<file path="src/asl_defines.svh">
/*
  Constants of the audio light path: clock rate, timing, offsets, fields.
  Assumes a 20 MHz system clock.
*/
`ifndef ASL_DEFINES_SVH
`define ASL_DEFINES_SVH
`define ASL_CLK_HZ 20000000
`define ASL_SAMPLE_HZ 31250
`define ASL_SAMPLE_CYC (`ASL_CLK_HZ / `ASL_SAMPLE_HZ)
// Refresh rates in tenths of a hertz
`define ASL_REF0_DHZ 300
`define ASL_REF1_DHZ 150
`define ASL_REF2_DHZ 76
`define ASL_REF3_DHZ 38
`define ASL_REF0_CYC (`ASL_CLK_HZ / `ASL_REF0_DHZ * 10)
`define ASL_REF1_CYC (`ASL_CLK_HZ / `ASL_REF1_DHZ * 10)
`define ASL_REF2_CYC (`ASL_CLK_HZ / `ASL_REF2_DHZ * 10)
`define ASL_REF3_CYC (`ASL_CLK_HZ / `ASL_REF3_DHZ * 10)
`define ASL_OFF_LEVEL 8'h0c
`define ASL_OFF_CTRL 8'h0d
`define ASL_OFF_THR 8'h0e
`define ASL_OFF_PEAK 8'h20
`define ASL_OFF_GAIN 8'h21
`define ASL_CORNER_BIT 4
`define ASL_AGC_BIT 3
`define ASL_SYNC_BIT 2
`define ASL_RST_CTRL 8'h00
`define ASL_RST_THR 8'h00
`define ASL_RST_LEVEL 8'h00
`define ASL_ADC_MID 11'h200
`define ASL_HP_K_LO 6
`define ASL_HP_K_HI 3
`define ASL_AGC_HI 8'hf0
`define ASL_AGC_LO 8'h40
`endif

</file>
<file path="src/asl_pkg.sv">
/*
  Types of the audio light path.
  Assumes asl_defines.svh beside it.
*/
package asl_pkg;
  typedef logic signed [11:0] asl_sample_t;
  typedef logic [7:0] asl_byte_t;
  typedef enum logic [1:0] {
    ASL_OFF = 2'b00,
    ASL_ARM = 2'b01,
    ASL_RUN = 2'b11
  } asl_state_t;
endpackage : asl_pkg

</file>
<file path="src/asl_hpf.sv">
/*
  First-order DC remover on the mixed audio samples.
  Assumes a one-cycle sample enable and a synchronous clear.
*/
`timescale 1ns/1ns
`include "asl_defines.svh"
module asl_hpf (
  // Clock and reset
  input wire logic clock,
  input wire logic rst_n,
  // Control
  input wire logic clear,
  input wire logic sample_en,
  input wire logic corner_hi,
  // Data
  input wire asl_pkg::asl_sample_t din,
  output asl_pkg::asl_sample_t dout
);
  import asl_pkg::*;
  logic signed [20:0] acc;
  logic signed [20:0] err;
  logic signed [20:0] next_step;
  assign err = {din[11], din, 8'h00} - acc;
  assign next_step = corner_hi ? (err >>> `ASL_HP_K_HI) : (err >>> `ASL_HP_K_LO);
  always_ff @(posedge clock) begin
    if (!rst_n || clear) begin
      acc <= '0;
      dout <= '0;
    end else if (sample_en) begin
      acc <= acc + next_step;
      dout <= din - acc[19:8];
    end
  end
endmodule : asl_hpf

</file>
<file path="src/asl_gain.sv">
/*
  Manual or automatic attenuation of the sample magnitude.
  Assumes the peak input and the refresh tick come from the same clock.
*/
`timescale 1ns/1ns
`include "asl_defines.svh"
module asl_gain (
  // Clock and reset
  input wire logic clock,
  input wire logic rst_n,
  // Control
  input wire logic refresh_tick,
  input wire logic auto_on,
  input wire logic [2:0] gain_sel,
  input wire asl_pkg::asl_byte_t peak,
  // Data
  input wire logic [10:0] mag,
  output asl_pkg::asl_byte_t dout,
  output logic [2:0] gain_code
);
  import asl_pkg::*;
  logic [2:0] agc_code;
  logic [10:0] scaled;
  // Shifts approximate the 6 dB steps; last step is 48 dB, not 42
  function automatic logic [3:0] shift_of(input logic [2:0] code);
    case (code)
      3'd6: shift_of = 4'd6;
      3'd7: shift_of = 4'd8;
      default: shift_of = {1'b0, code};
    endcase
  endfunction : shift_of
  assign gain_code = auto_on ? agc_code : gain_sel;
  assign scaled = mag >> shift_of(gain_code);
  assign dout = (scaled > 11'h0ff) ? 8'hff : scaled[7:0];
  always_ff @(posedge clock) begin
    if (!rst_n) begin
      agc_code <= 3'd0;
    end else if (refresh_tick && auto_on) begin
      if (peak >= `ASL_AGC_HI && agc_code != 3'd7) begin
        agc_code <= agc_code + 3'd1;
      end else if (peak < `ASL_AGC_LO && agc_code != 3'd0) begin
        agc_code <= agc_code - 3'd1;
      end
    end
  end
endmodule : asl_gain

</file>
<file path="src/asl_top.sv">
/*
  Audio-synchronised fun-light level control with its register port.
  Assumes an external converter presenting two 10-bit offset-binary
  samples that stay stable for many clocks; they cross in by two flops.
*/
`timescale 1ns/1ns
`include "asl_defines.svh"

module asl_top #(
  parameter int unsigned REF0_CYC = `ASL_REF0_CYC,
  parameter int unsigned REF1_CYC = `ASL_REF1_CYC,
  parameter int unsigned REF2_CYC = `ASL_REF2_CYC,
  parameter int unsigned REF3_CYC = `ASL_REF3_CYC
) (
  // Clock and reset
  input wire logic clock,
  input wire logic rst_n,
  // Register port
  input wire logic [7:0] addr,
  input wire asl_pkg::asl_byte_t wr_data,
  input wire logic wr_en,
  input wire logic rd_en,
  output asl_pkg::asl_byte_t rd_data,
  // Converter samples
  input wire logic [9:0] adc_left,
  input wire logic [9:0] adc_right,
  // Fun light
  output asl_pkg::asl_byte_t fun_light_level,
  output logic fun_light_output
);
  import asl_pkg::*;

  // ----------------------------------------
  // Declarations
  // ----------------------------------------
  asl_byte_t audio_sync_control;
  asl_byte_t audio_input_threshold;
  asl_byte_t host_level;
  asl_byte_t audio_level;
  asl_byte_t peak;
  asl_byte_t scaled;
  asl_state_t state;
  asl_state_t next_state;
  asl_sample_t mixed;
  asl_sample_t hp_out;
  logic [9:0] left_meta;
  logic [9:0] left_sync;
  logic [9:0] right_meta;
  logic [9:0] right_sync;
  logic [10:0] ch_sum;
  logic [10:0] mag;
  logic [10:0] gated;
  logic [9:0] sample_cnt;
  logic [22:0] ref_cnt;
  logic [22:0] ref_limit;
  logic [2:0] gain_code;
  logic sample_en;
  logic sample_d;
  logic refresh_tick;
  logic sync_on;
  logic filt_clear;

  // ----------------------------------------
  // Input synchronisers
  // ----------------------------------------
  // Multi-bit crossing is safe only because samples stay still for long
  always_ff @(posedge clock) begin
    if (!rst_n) begin
      left_meta <= '0;
      left_sync <= '0;
      right_meta <= '0;
      right_sync <= '0;
    end else begin
      left_meta <= adc_left;
      left_sync <= left_meta;
      right_meta <= adc_right;
      right_sync <= right_meta;
    end
  end

  // ----------------------------------------
  // Register writes
  // ----------------------------------------
  always_ff @(posedge clock) begin
    if (!rst_n) begin
      audio_sync_control <= `ASL_RST_CTRL;
    end else if (wr_en && addr == `ASL_OFF_CTRL) begin
      audio_sync_control <= wr_data;
    end
  end

  // Upper threshold bits are kept for readback only
  always_ff @(posedge clock) begin
    if (!rst_n) begin
      audio_input_threshold <= `ASL_RST_THR;
    end else if (wr_en && addr == `ASL_OFF_THR) begin
      audio_input_threshold <= wr_data;
    end
  end

  always_ff @(posedge clock) begin
    if (!rst_n) begin
      host_level <= `ASL_RST_LEVEL;
    end else if (wr_en && addr == `ASL_OFF_LEVEL) begin
      host_level <= wr_data;
    end
  end

  assign sync_on = audio_sync_control[`ASL_SYNC_BIT];

  // ----------------------------------------
  // Register reads
  // ----------------------------------------
  // Data stand one cycle after the strobe, zero otherwise
  always_ff @(posedge clock) begin
    if (!rst_n) begin
      rd_data <= 8'h00;
    end else if (!rd_en) begin
      rd_data <= 8'h00;
    end else if (addr == `ASL_OFF_CTRL) begin
      rd_data <= audio_sync_control;
    end else if (addr == `ASL_OFF_THR) begin
      rd_data <= audio_input_threshold;
    end else if (addr == `ASL_OFF_LEVEL) begin
      rd_data <= host_level;
    end else if (addr == `ASL_OFF_PEAK) begin
      rd_data <= audio_level;
    end else if (addr == `ASL_OFF_GAIN) begin
      rd_data <= {5'b0_0000, gain_code};
    end else begin
      rd_data <= 8'h00;
    end
  end

  // ----------------------------------------
  // Sample rate divider
  // One-cycle enable at the audio sample rate
  // ----------------------------------------
  always_ff @(posedge clock) begin
    if (!rst_n) begin
      sample_cnt <= '0;
      sample_en <= 1'b0;
    end else if (sample_cnt == 10'(`ASL_SAMPLE_CYC - 1)) begin
      sample_cnt <= '0;
      sample_en <= 1'b1;
    end else begin
      sample_cnt <= sample_cnt + 10'd1;
      sample_en <= 1'b0;
    end
  end

  // Gain output settles one cycle after the filter updates
  always_ff @(posedge clock) begin
    if (!rst_n) begin
      sample_d <= 1'b0;
    end else begin
      sample_d <= sample_en;
    end
  end

  // ----------------------------------------
  // Sync state machine
  // ARM waits for a sample so the first interval starts clean
  // ----------------------------------------
  always_comb begin
    next_state = state;
    case (state)
      ASL_OFF: begin
        if (sync_on) begin
          next_state = ASL_ARM;
        end
      end
      ASL_ARM: begin
        if (!sync_on) begin
          next_state = ASL_OFF;
        end else if (sample_en) begin
          next_state = ASL_RUN;
        end
      end
      ASL_RUN: begin
        if (!sync_on) begin
          next_state = ASL_OFF;
        end
      end
      default: begin
        next_state = ASL_OFF;
      end
    endcase
  end

  always_ff @(posedge clock) begin
    if (!rst_n) begin
      state <= ASL_OFF;
    end else begin
      state <= next_state;
    end
  end

  // Filter restarts clean each time sync is switched on
  assign filt_clear = (state != ASL_RUN) && (state != ASL_ARM);

  // ----------------------------------------
  // Mixer and filter
  // ----------------------------------------
  // stereo mixed to one wave
  assign ch_sum = {1'b0, left_sync} + {1'b0, right_sync};
  // Sum less twice mid-scale, halved: one channel's range, signed
  assign mixed = 12'(({2'b00, ch_sum} - {1'b0, `ASL_ADC_MID, 1'b0}) >> 1);

  asl_hpf u_hpf (
    .clock(clock),
    .rst_n(rst_n),
    .clear(filt_clear),
    .sample_en(sample_en),
    .corner_hi(audio_sync_control[`ASL_CORNER_BIT]),
    .din(mixed),
    .dout(hp_out)
  );

  // ----------------------------------------
  // Threshold gate and gain
  // ----------------------------------------
  // magnitude feeds peak detection
  assign mag = hp_out[11] ? 11'(-hp_out) : hp_out[10:0];

  // Threshold counts are filter output units, not millivolts
  // zero code disables gate
  always_comb begin
    gated = mag;
    if (audio_input_threshold[3:0] != 4'h0 && mag < {7'h00, audio_input_threshold[3:0]}) begin
      gated = 11'h000;
    end
  end

  asl_gain u_gain (
    .clock(clock),
    .rst_n(rst_n),
    .refresh_tick(refresh_tick),
    .auto_on(audio_sync_control[`ASL_AGC_BIT]),
    .gain_sel(audio_sync_control[2:0]),
    .peak(peak),
    .mag(gated),
    .dout(scaled),
    .gain_code(gain_code)
  );

  // ----------------------------------------
  // Refresh timer
  // ----------------------------------------
  // refresh rate select
  always_comb begin
    case (audio_sync_control[1:0])
      2'b00: ref_limit = 23'(REF0_CYC - 1);
      2'b01: ref_limit = 23'(REF1_CYC - 1);
      2'b10: ref_limit = 23'(REF2_CYC - 1);
      default: ref_limit = 23'(REF3_CYC - 1);
    endcase
  end

  // Changing the rate mid-period may stretch one period to the new limit
  always_ff @(posedge clock) begin
    if (!rst_n || state != ASL_RUN) begin
      ref_cnt <= '0;
      refresh_tick <= 1'b0;
    end else if (ref_cnt >= ref_limit) begin
      ref_cnt <= '0;
      refresh_tick <= 1'b1;
    end else begin
      ref_cnt <= ref_cnt + 23'd1;
      refresh_tick <= 1'b0;
    end
  end

  // ----------------------------------------
  // Peak detector
  // ----------------------------------------
  // restart after each latch
  always_ff @(posedge clock) begin
    if (!rst_n || state != ASL_RUN) begin
      peak <= 8'h00;
    end else if (refresh_tick) begin
      // A sample on the tick edge opens the next interval
      peak <= sample_d ? scaled : 8'h00;
    end else if (sample_d && scaled > peak) begin
      peak <= scaled;
    end
  end

  always_ff @(posedge clock) begin
    if (!rst_n || state == ASL_OFF) begin
      audio_level <= 8'h00;
    end else if (refresh_tick) begin
      audio_level <= peak;
    end
  end

  // ----------------------------------------
  // Light outputs
  // Both pins come from flops so they never glitch
  // ----------------------------------------
  // audio path owns level while sync is on, host level otherwise
  always_ff @(posedge clock) begin
    if (!rst_n) begin
      fun_light_level <= 8'h00;
    end else if (sync_on) begin
      fun_light_level <= audio_level;
    end else begin
      fun_light_level <= host_level;
    end
  end

  always_ff @(posedge clock) begin
    if (!rst_n) begin
      fun_light_output <= 1'b0;
    end else begin
      fun_light_output <= sync_on || (host_level != 8'h00);
    end
  end

endmodule : asl_top

</file>
<file path="config.mk">
export PLATFORM = sky130hd
export DESIGN_NAME = asl_top
export DESIGN_NICKNAME = d
export VERILOG_FILES = /design/src/asl_pkg.sv /design/src/asl_hpf.sv /design/src/asl_gain.sv /design/src/asl_top.sv
export VERILOG_INCLUDE_DIRS = /design/src
export SDC_FILE = /design/constraint.sdc
export NUM_CORES = 1
export LEC_CHECK = 0
export ABC_AREA = 1
export ABC_CLOCK_PERIOD_IN_PS = 5850
export BUFFER_PORTS_ARGS = -buffer_cell sky130_fd_sc_hd__buf_2
export CAP_MARGIN = 20
export CORE_MARGIN = 3
export CORE_UTILIZATION = 58
export DETAILED_ROUTE_END_ITERATION = 7
export GPL_TIMING_DRIVEN = 1
export PLACE_DENSITY = 0.81
export RECOVER_POWER = 50
export SETUP_SLACK_MARGIN = 0.4
export SLEW_MARGIN = 20
export SYNTH_ARGS = -nofsm -noshare
export SYNTH_HDL_FRONTEND = slang
export SYNTH_SLANG_ARGS = --single-unit
export TNS_END_PERCENT = 1
</file>
<file path="constraint.sdc">
create_clock -name clock -period 5.85 [get_ports clock]
set_input_delay 1.17 -clock clock [delete_from_list [all_inputs] [get_ports clock]]
set_output_delay 1.17 -clock clock [all_outputs]
set_load 0.03 [all_outputs]
</file>
-- Word-level counts from Yosys, hierarchy flattened
Index checks and enable logic that the tools add are counted.
- flip-flop bits (word level): 171
- latch bits: 0
- bits in writable memories: 0
- bits in read-only memories: 0
- output and inout bits: 17
- word-level logic and storage cells: 108
- memories: 0
- add/subtract/negate cells: 10
- multiply operators: 0
- div/mod/pow operators: 0
- $lt $le $gt $ge: 6
- equality and inequality tests: 18
- shifts and indexed selects: 1
- multiplexer cells: 25
- bitwise operators: 1
- reductions and logical operators: 26
- operators by type and width (kind ; number):
    two-way mux 8 bit ; 9
    case mux 23 bit (3 select lines) ; 1
    equality test 8 x 4 -> 1 bit, second input constant ; 3
    adder 23 x 1 -> 23 bit, second input constant ; 1
    greater-or-equal comparator 23 bit ; 1
    two-way mux 11 bit ; 2
    adder 21 x 18 -> 21 bit ; 1
    subtractor 21 bit ; 1
    two-way mux 17 bit ; 1
    equality test 8 x 6 -> 1 bit, second input constant ; 2
    two-way mux 3 bit ; 4
    subtractor 11 x 11 -> 12 bit, second input constant ; 1
    subtractor 12 bit ; 1
    adder 10 x 10 -> 11 bit ; 1
    > comparator 11 x 8 -> 1 bit, second input constant ; 1
    < comparator 11 x 4 -> 1 bit ; 1
    negator 11 bit ; 1
    >> shifter 11 x 4 -> 11 bit ; 1
    adder 10 x 1 -> 10 bit, second input constant ; 1
    equality test 10 bit, second input constant ; 1
    logical AND 1 bit ; 9
    greater-or-equal comparator 8 bit, second input constant ; 1
    > comparator 8 bit ; 1
    < comparator 8 x 7 -> 1 bit, second input constant ; 1
    23 further kinds ; 40

-- Longest topological paths before layout
- depth after elaboration: 12
- mapped depth: 37
- depth with buffers taken out: 36

-- Modules after synthesis
From an unflattened synthesis, not the netlist that was laid out.
- cells, all modules: 1650
- area, all modules: 11099.4 µm²
- modules (own cells, without submodules) (module ; instances ; cells an instance ; area each (µm²) ; sequential area each (µm²)):
    asl_top ; 1 ; 910 ; 6690.2 ; 2702.6
    asl_hpf ; 1 ; 597 ; 3622.2 ; 660.6
    asl_gain ; 1 ; 143 ; 787.0 ; 60.1

-- Worst setup path before layout
No wires, ideal clock.
- path type: register -> register
- start: reg left_sync[0]
- end: reg u_hpf.acc[18]
- library setup time: 0.115 ns
- arrival time: 4.648 ns
- data required time: 5.735 ns
- slack: 1.086 ns
- cell stages (with the launch flop): 37
- path buffers: 1
- period minus slack after synthesis: 4.764 ns
- cells stage by stage: dfxtp_1 nand2_1 inv_1 fa_1 nand3_1 nand2_1 a21o_1 a21oi_1 nor2_1 o21ai_0 nand2_1 or2_2 nand2_1 inv_1 ha_1 clkbuf_1 nand2_1 nor2_1 nand2_1 o211ai_1 inv_1 o21ai_0 xor2_1 nand2_1 o21ai_0 ha_1 nand2_1 nor2_1 inv_1 o21ai_0 a21boi_0 o21ai_0 nand2_1 nand2_1 xor2_1 o21ai_0 inv_1
- longest elaborated chain between the ends: 5
- RTL lines (element ; line ; RTL):
    start: declaration ; asl_top.sv:47 ; logic [9:0] left_sync;
    start signal: assignment ; asl_top.sv:75 ; left_sync <= left_meta;
    adder 10 x 10 -> 11 bit * ; asl_top.sv:206 ; assign ch_sum = {1'b0, left_sync} + {1'b0, right_sync};
    subtractor 11 x 11 -> 12 bit * ; asl_top.sv:208 ; assign mixed = 12'(({2'b00, ch_sum} - {1'b0, `ASL_ADC_MID, 1'b0}) >> 1);
    subtractor 21 bit * ; asl_hpf.sv:23 ; assign err = {din[11], din, 8'h00} - acc;
    two-way mux 17 bit ; asl_hpf.sv:24 ; assign next_step = corner_hi ? (err >>> `ASL_HP_K_HI) : (err >>> `ASL_HP_K_LO);
    adder 21 x 18 -> 21 bit * ; asl_hpf.sv:30 ; acc <= acc + next_step;
    end signal: assignment ; asl_hpf.sv:30 ;
    end: declaration ; asl_hpf.sv:20 ; logic signed [20:0] acc;
Mark *: on every way between the ends. The rest lies on a longest branch, timed or not.
A chain may end at the register's enable or synchronous reset.

-- Worst setup path after layout
- start: reg left_sync[0]
- end: reg u_hpf.acc[20]
Same word-level chain as after synthesis.

==> impl_metrics.tcl <==
set metrics [dict create \
    grt_start_max_net_pins 77 \
    gp_congestion 0.9572 \
    max_cap_viol_count 2 \
    finalHoldViolCount 0 \
    fp.dieArea_um2 19280 \
    synth_common_cells "289 x nand2_1, 244 x inv_1, 171 x dfxtp_1, 148 x a21oi_1, 114 x o21ai_0" \
    crit_end "u_hpf.acc[20]" \
    synth_nets 1589 \
    synth.area.top_cells "dfxtp_1 33%, nand2_1 11%, ha_1 9.8%" \
    worst-setup-path-type "flip-flop to flip-flop" \
    worstPathMaxFanout 6 \
    ys_ff_latch 171 \
    rr_endpoint "u_hpf.acc[20]" \
    crit_top_cell "nand2_1" \
    syn_area_um2 10240 \
    worstPathArrival_ps 5340 \
    wl_per_cell_um 13.56 \
    rrSetupSlack_ps 840 \
    first_pass_iters 5 \
    overflow 0 \
    yosysMostFrequentCell "nand2_1" \
    ir_worst_vdd_mv 0.2195 \
    postSynthAreaPerCell_um2 6.988 \
    cpPeakStageDelay_ps 410 \
    clkLatencyLatePin_ps 440 \
    wl_um 23570 \
    hold_class "flip-flop to flip-flop" \
    fin_area_um2 11320 \
    setup_tns_ps 0 \
    grt_pass1_wl_um 39880 \
    io_buffers 56 \
    drc 0 \
    top_usage_layer "met2" \
    antenna_found_initial 0 \
    final_nets 1629 \
    slew_headroom_pct -91.27 \
    cts_setup_buffers 0 \
    final_layout_size_suffix_gt1_share_pct 7.312 \
    drv_slew 108 \
    fp.dieH_um 138.9 \
    start_kind "flip-flop" \
    rows 47 \
    fmax_mhz 199.6 \
    synth_ff_type "dfxtp_1" \
    dpl_cell_area_um2 10660 \
    use_met1_pct 30.63 \
    cts_made_buffers 17 \
    post-route-period-util_pct 85.66 \
    fin_total_pwr_mw 2.613 \
    cts_tree "yes" \
    r2r_cells 35 \
    diodes 0 \
    rsz0062_at_grt "yes" \
    area_growth_pct 10.61 \
    finalSetupViolations 0 \
    finalCriticalPeriod_ps 5011 \
    fillers 1448 \
    grt_use_total_pct 24.21 \
    synth_cell_type_count 50 \
    grt_pass1_vias 8794 \
    htree_levels 4 \
    drt_iter0_markers 658 \
    critPathCaptureType "flip-flop" \
    ant_nets 0 \
    synth_edf_count 0 \
    tightest_slew_ps 2869 \
    yosys_warnings 0 \
    status "finished with violations" \
    vias 9370 \
    synth_top_area_share_pct 33.44 \
    cts.sinks 171 \
    use_met3_pct 4.586 \
    r2r_start "left_sync[0]" \
    crit_required_ps 6180 \
    io_pins 57 \
    yosysSeqAreaShare_pct 33.44 \
    power.density_nw_per_um2 230.8 \
    slowest_stage "fa_1" \
    fin_skew_ps 13.71 \
    root_buffer "clkbuf_16" \
    vias_per_cell 5.391 \
    design.core.area_um2 16940 \
    synthCells 1465 \
    dpl.hpwl_um 17630 \
    async_flop_share_pct 0 \
    setup.worst_path.start "left_sync[0]" \
    die_w_um 138.9 \
    start_util_pct 60.45 \
    grt_use_met2_pct 41.47 \
    synth_area_leader_cell "dfxtp_1" \
    violations "max-capacitance violations, max-slew violations" \
    clockBufferDepth 2 \
    p_leak_nw 5.333 \
    path_clk_slew_ps 80 \
]
-- layout make-up --
cell class,count,area (um2),share of cell area (%)
clock buffers,17,425.4,3.757
well taps,220,275.3,2.431
multi-input cells,1003,5768,50.94
repair buffers,61,291.5,2.575
inverters,251,944.7,8.343
clock inverters,15,195.2,1.724
flip-flops and latches,171,3423,30.23
-- where the power goes --
| part | internal, mW | switching [mW] | total, mW |
|---|---|---|---|
| registers | 1.18 | 0.00561 | 1.18 |
| clock network | 0.584 | 0.562 | 1.15 |
| logic | 0.106 | 0.176 | 0.283 |
-- per-layer routing --
layer | routed length, um | share of wire (%)
met3 | 1234 | 5.2
met1 | 10520 | 45
met5 | 0 | 0
met2 | 11240 | 48
met4 | 564 | 2.4
-- worst min-delay path by stage --
stage / cells after the start / end / startpoint / slack, ps
finish: 2 / left_sync[5] / left_meta[5] / 410
global route: 2 / left_sync[5] / left_meta[5] / 430
CTS: 2 / right_sync[9] / right_meta[9] / 410
detailed placement: 2 / right_sync[9] / right_meta[9] / 400
global placement: 2 / right_sync[9] / right_meta[9] / 390
floorplan: 2 / left_sync[0] / left_meta[0] / 390
-- worst max-delay path: cells and delay by family, from the launching register on --
kind | cells | cell delay (ps)
and+or+nand+nor | 19 | 1890
AOI/OAI and AO/OA | 9 | 1350
adders and majority gates | 3 | 1140
DFF | 1 | 300
buffers and inverters | 4 | 240
-- stage by stage --
stage | cells | setup slack, ps | utilization, % | hold WS [ps]
2_1_floorplan | 1465 | 1086 | - | 390.5
3_3_place_gp | 1705 | 748.0 | 62.91 | 393.0
3_5_place_dp | 1705 | 615.4 | 62.91 | 396.0
4_1_cts | 1737 | 482.4 | 66.58 | 414.1
5_1_grt | 1738 | 378.7 | 66.86 | 432.4
6_report | 1738 | 838.9 | 66.86 | 410.9
-- registers in the layout, indices dropped and copies added, names as in the netlist, 10 cells and up --
name,cells
right_meta,10
u_hpf.dout,12
sample_cnt,10
u_hpf.acc,21
ref_cnt,23
right_sync,10
left_meta,10
left_sync,10
-- logic make-up (layout without fill, tap and decap cells) --
| group | count (synthesis) | after routing | share of synthesized area (%) |
|---|---|---|---|
| AND/OR/NAND/NOR | 525 | 525 | 21.52 |
| adder cells (fa/ha/maj) | 84 | 84 | 10.56 |
| multiplexers | 1 | 1 | 0.09778 |
| flip-flops | 171 | 171 | 33.44 |
| AO/OA/AOI/OAI | 329 | 329 | 18.04 |
| XOR/XNOR | 64 | 64 | 5.475 |
| buffers and inverters | 291 | 344 | 10.87 |
-- what timing repair did --
item	in CTS	in global routing
gates resized for setup	0	20
hold buffers	0	0
setup endpoints to repair	0	7
-- layout by cell type (no fill, tap or decap), types with 4 or more instances in the layout --
master and n:
nor4_1 5, a221oi_1 4, a31oi_1 6, clkbuf_16 17, clkbuf_1 20, o21ai_0 109
xnor2_1 23, dfxtp_1 171, fa_1 4, xor2_1 41, a21o_1 5, nor3b_1 4
a211oi_1 10, o211ai_1 6, nand2_1 289, o21ai_2 4, nor2_1 99, nand4_1 16
buf_2 38, nand3_1 80, ha_1 78, inv_8 5, inv_2 5, a21oi_1 146
nor3_1 13, o21ai_1 11, o31ai_1 6, nor2_2 5, inv_1 244, clkinv_8 7
Power figures use the tool's default switching activity.
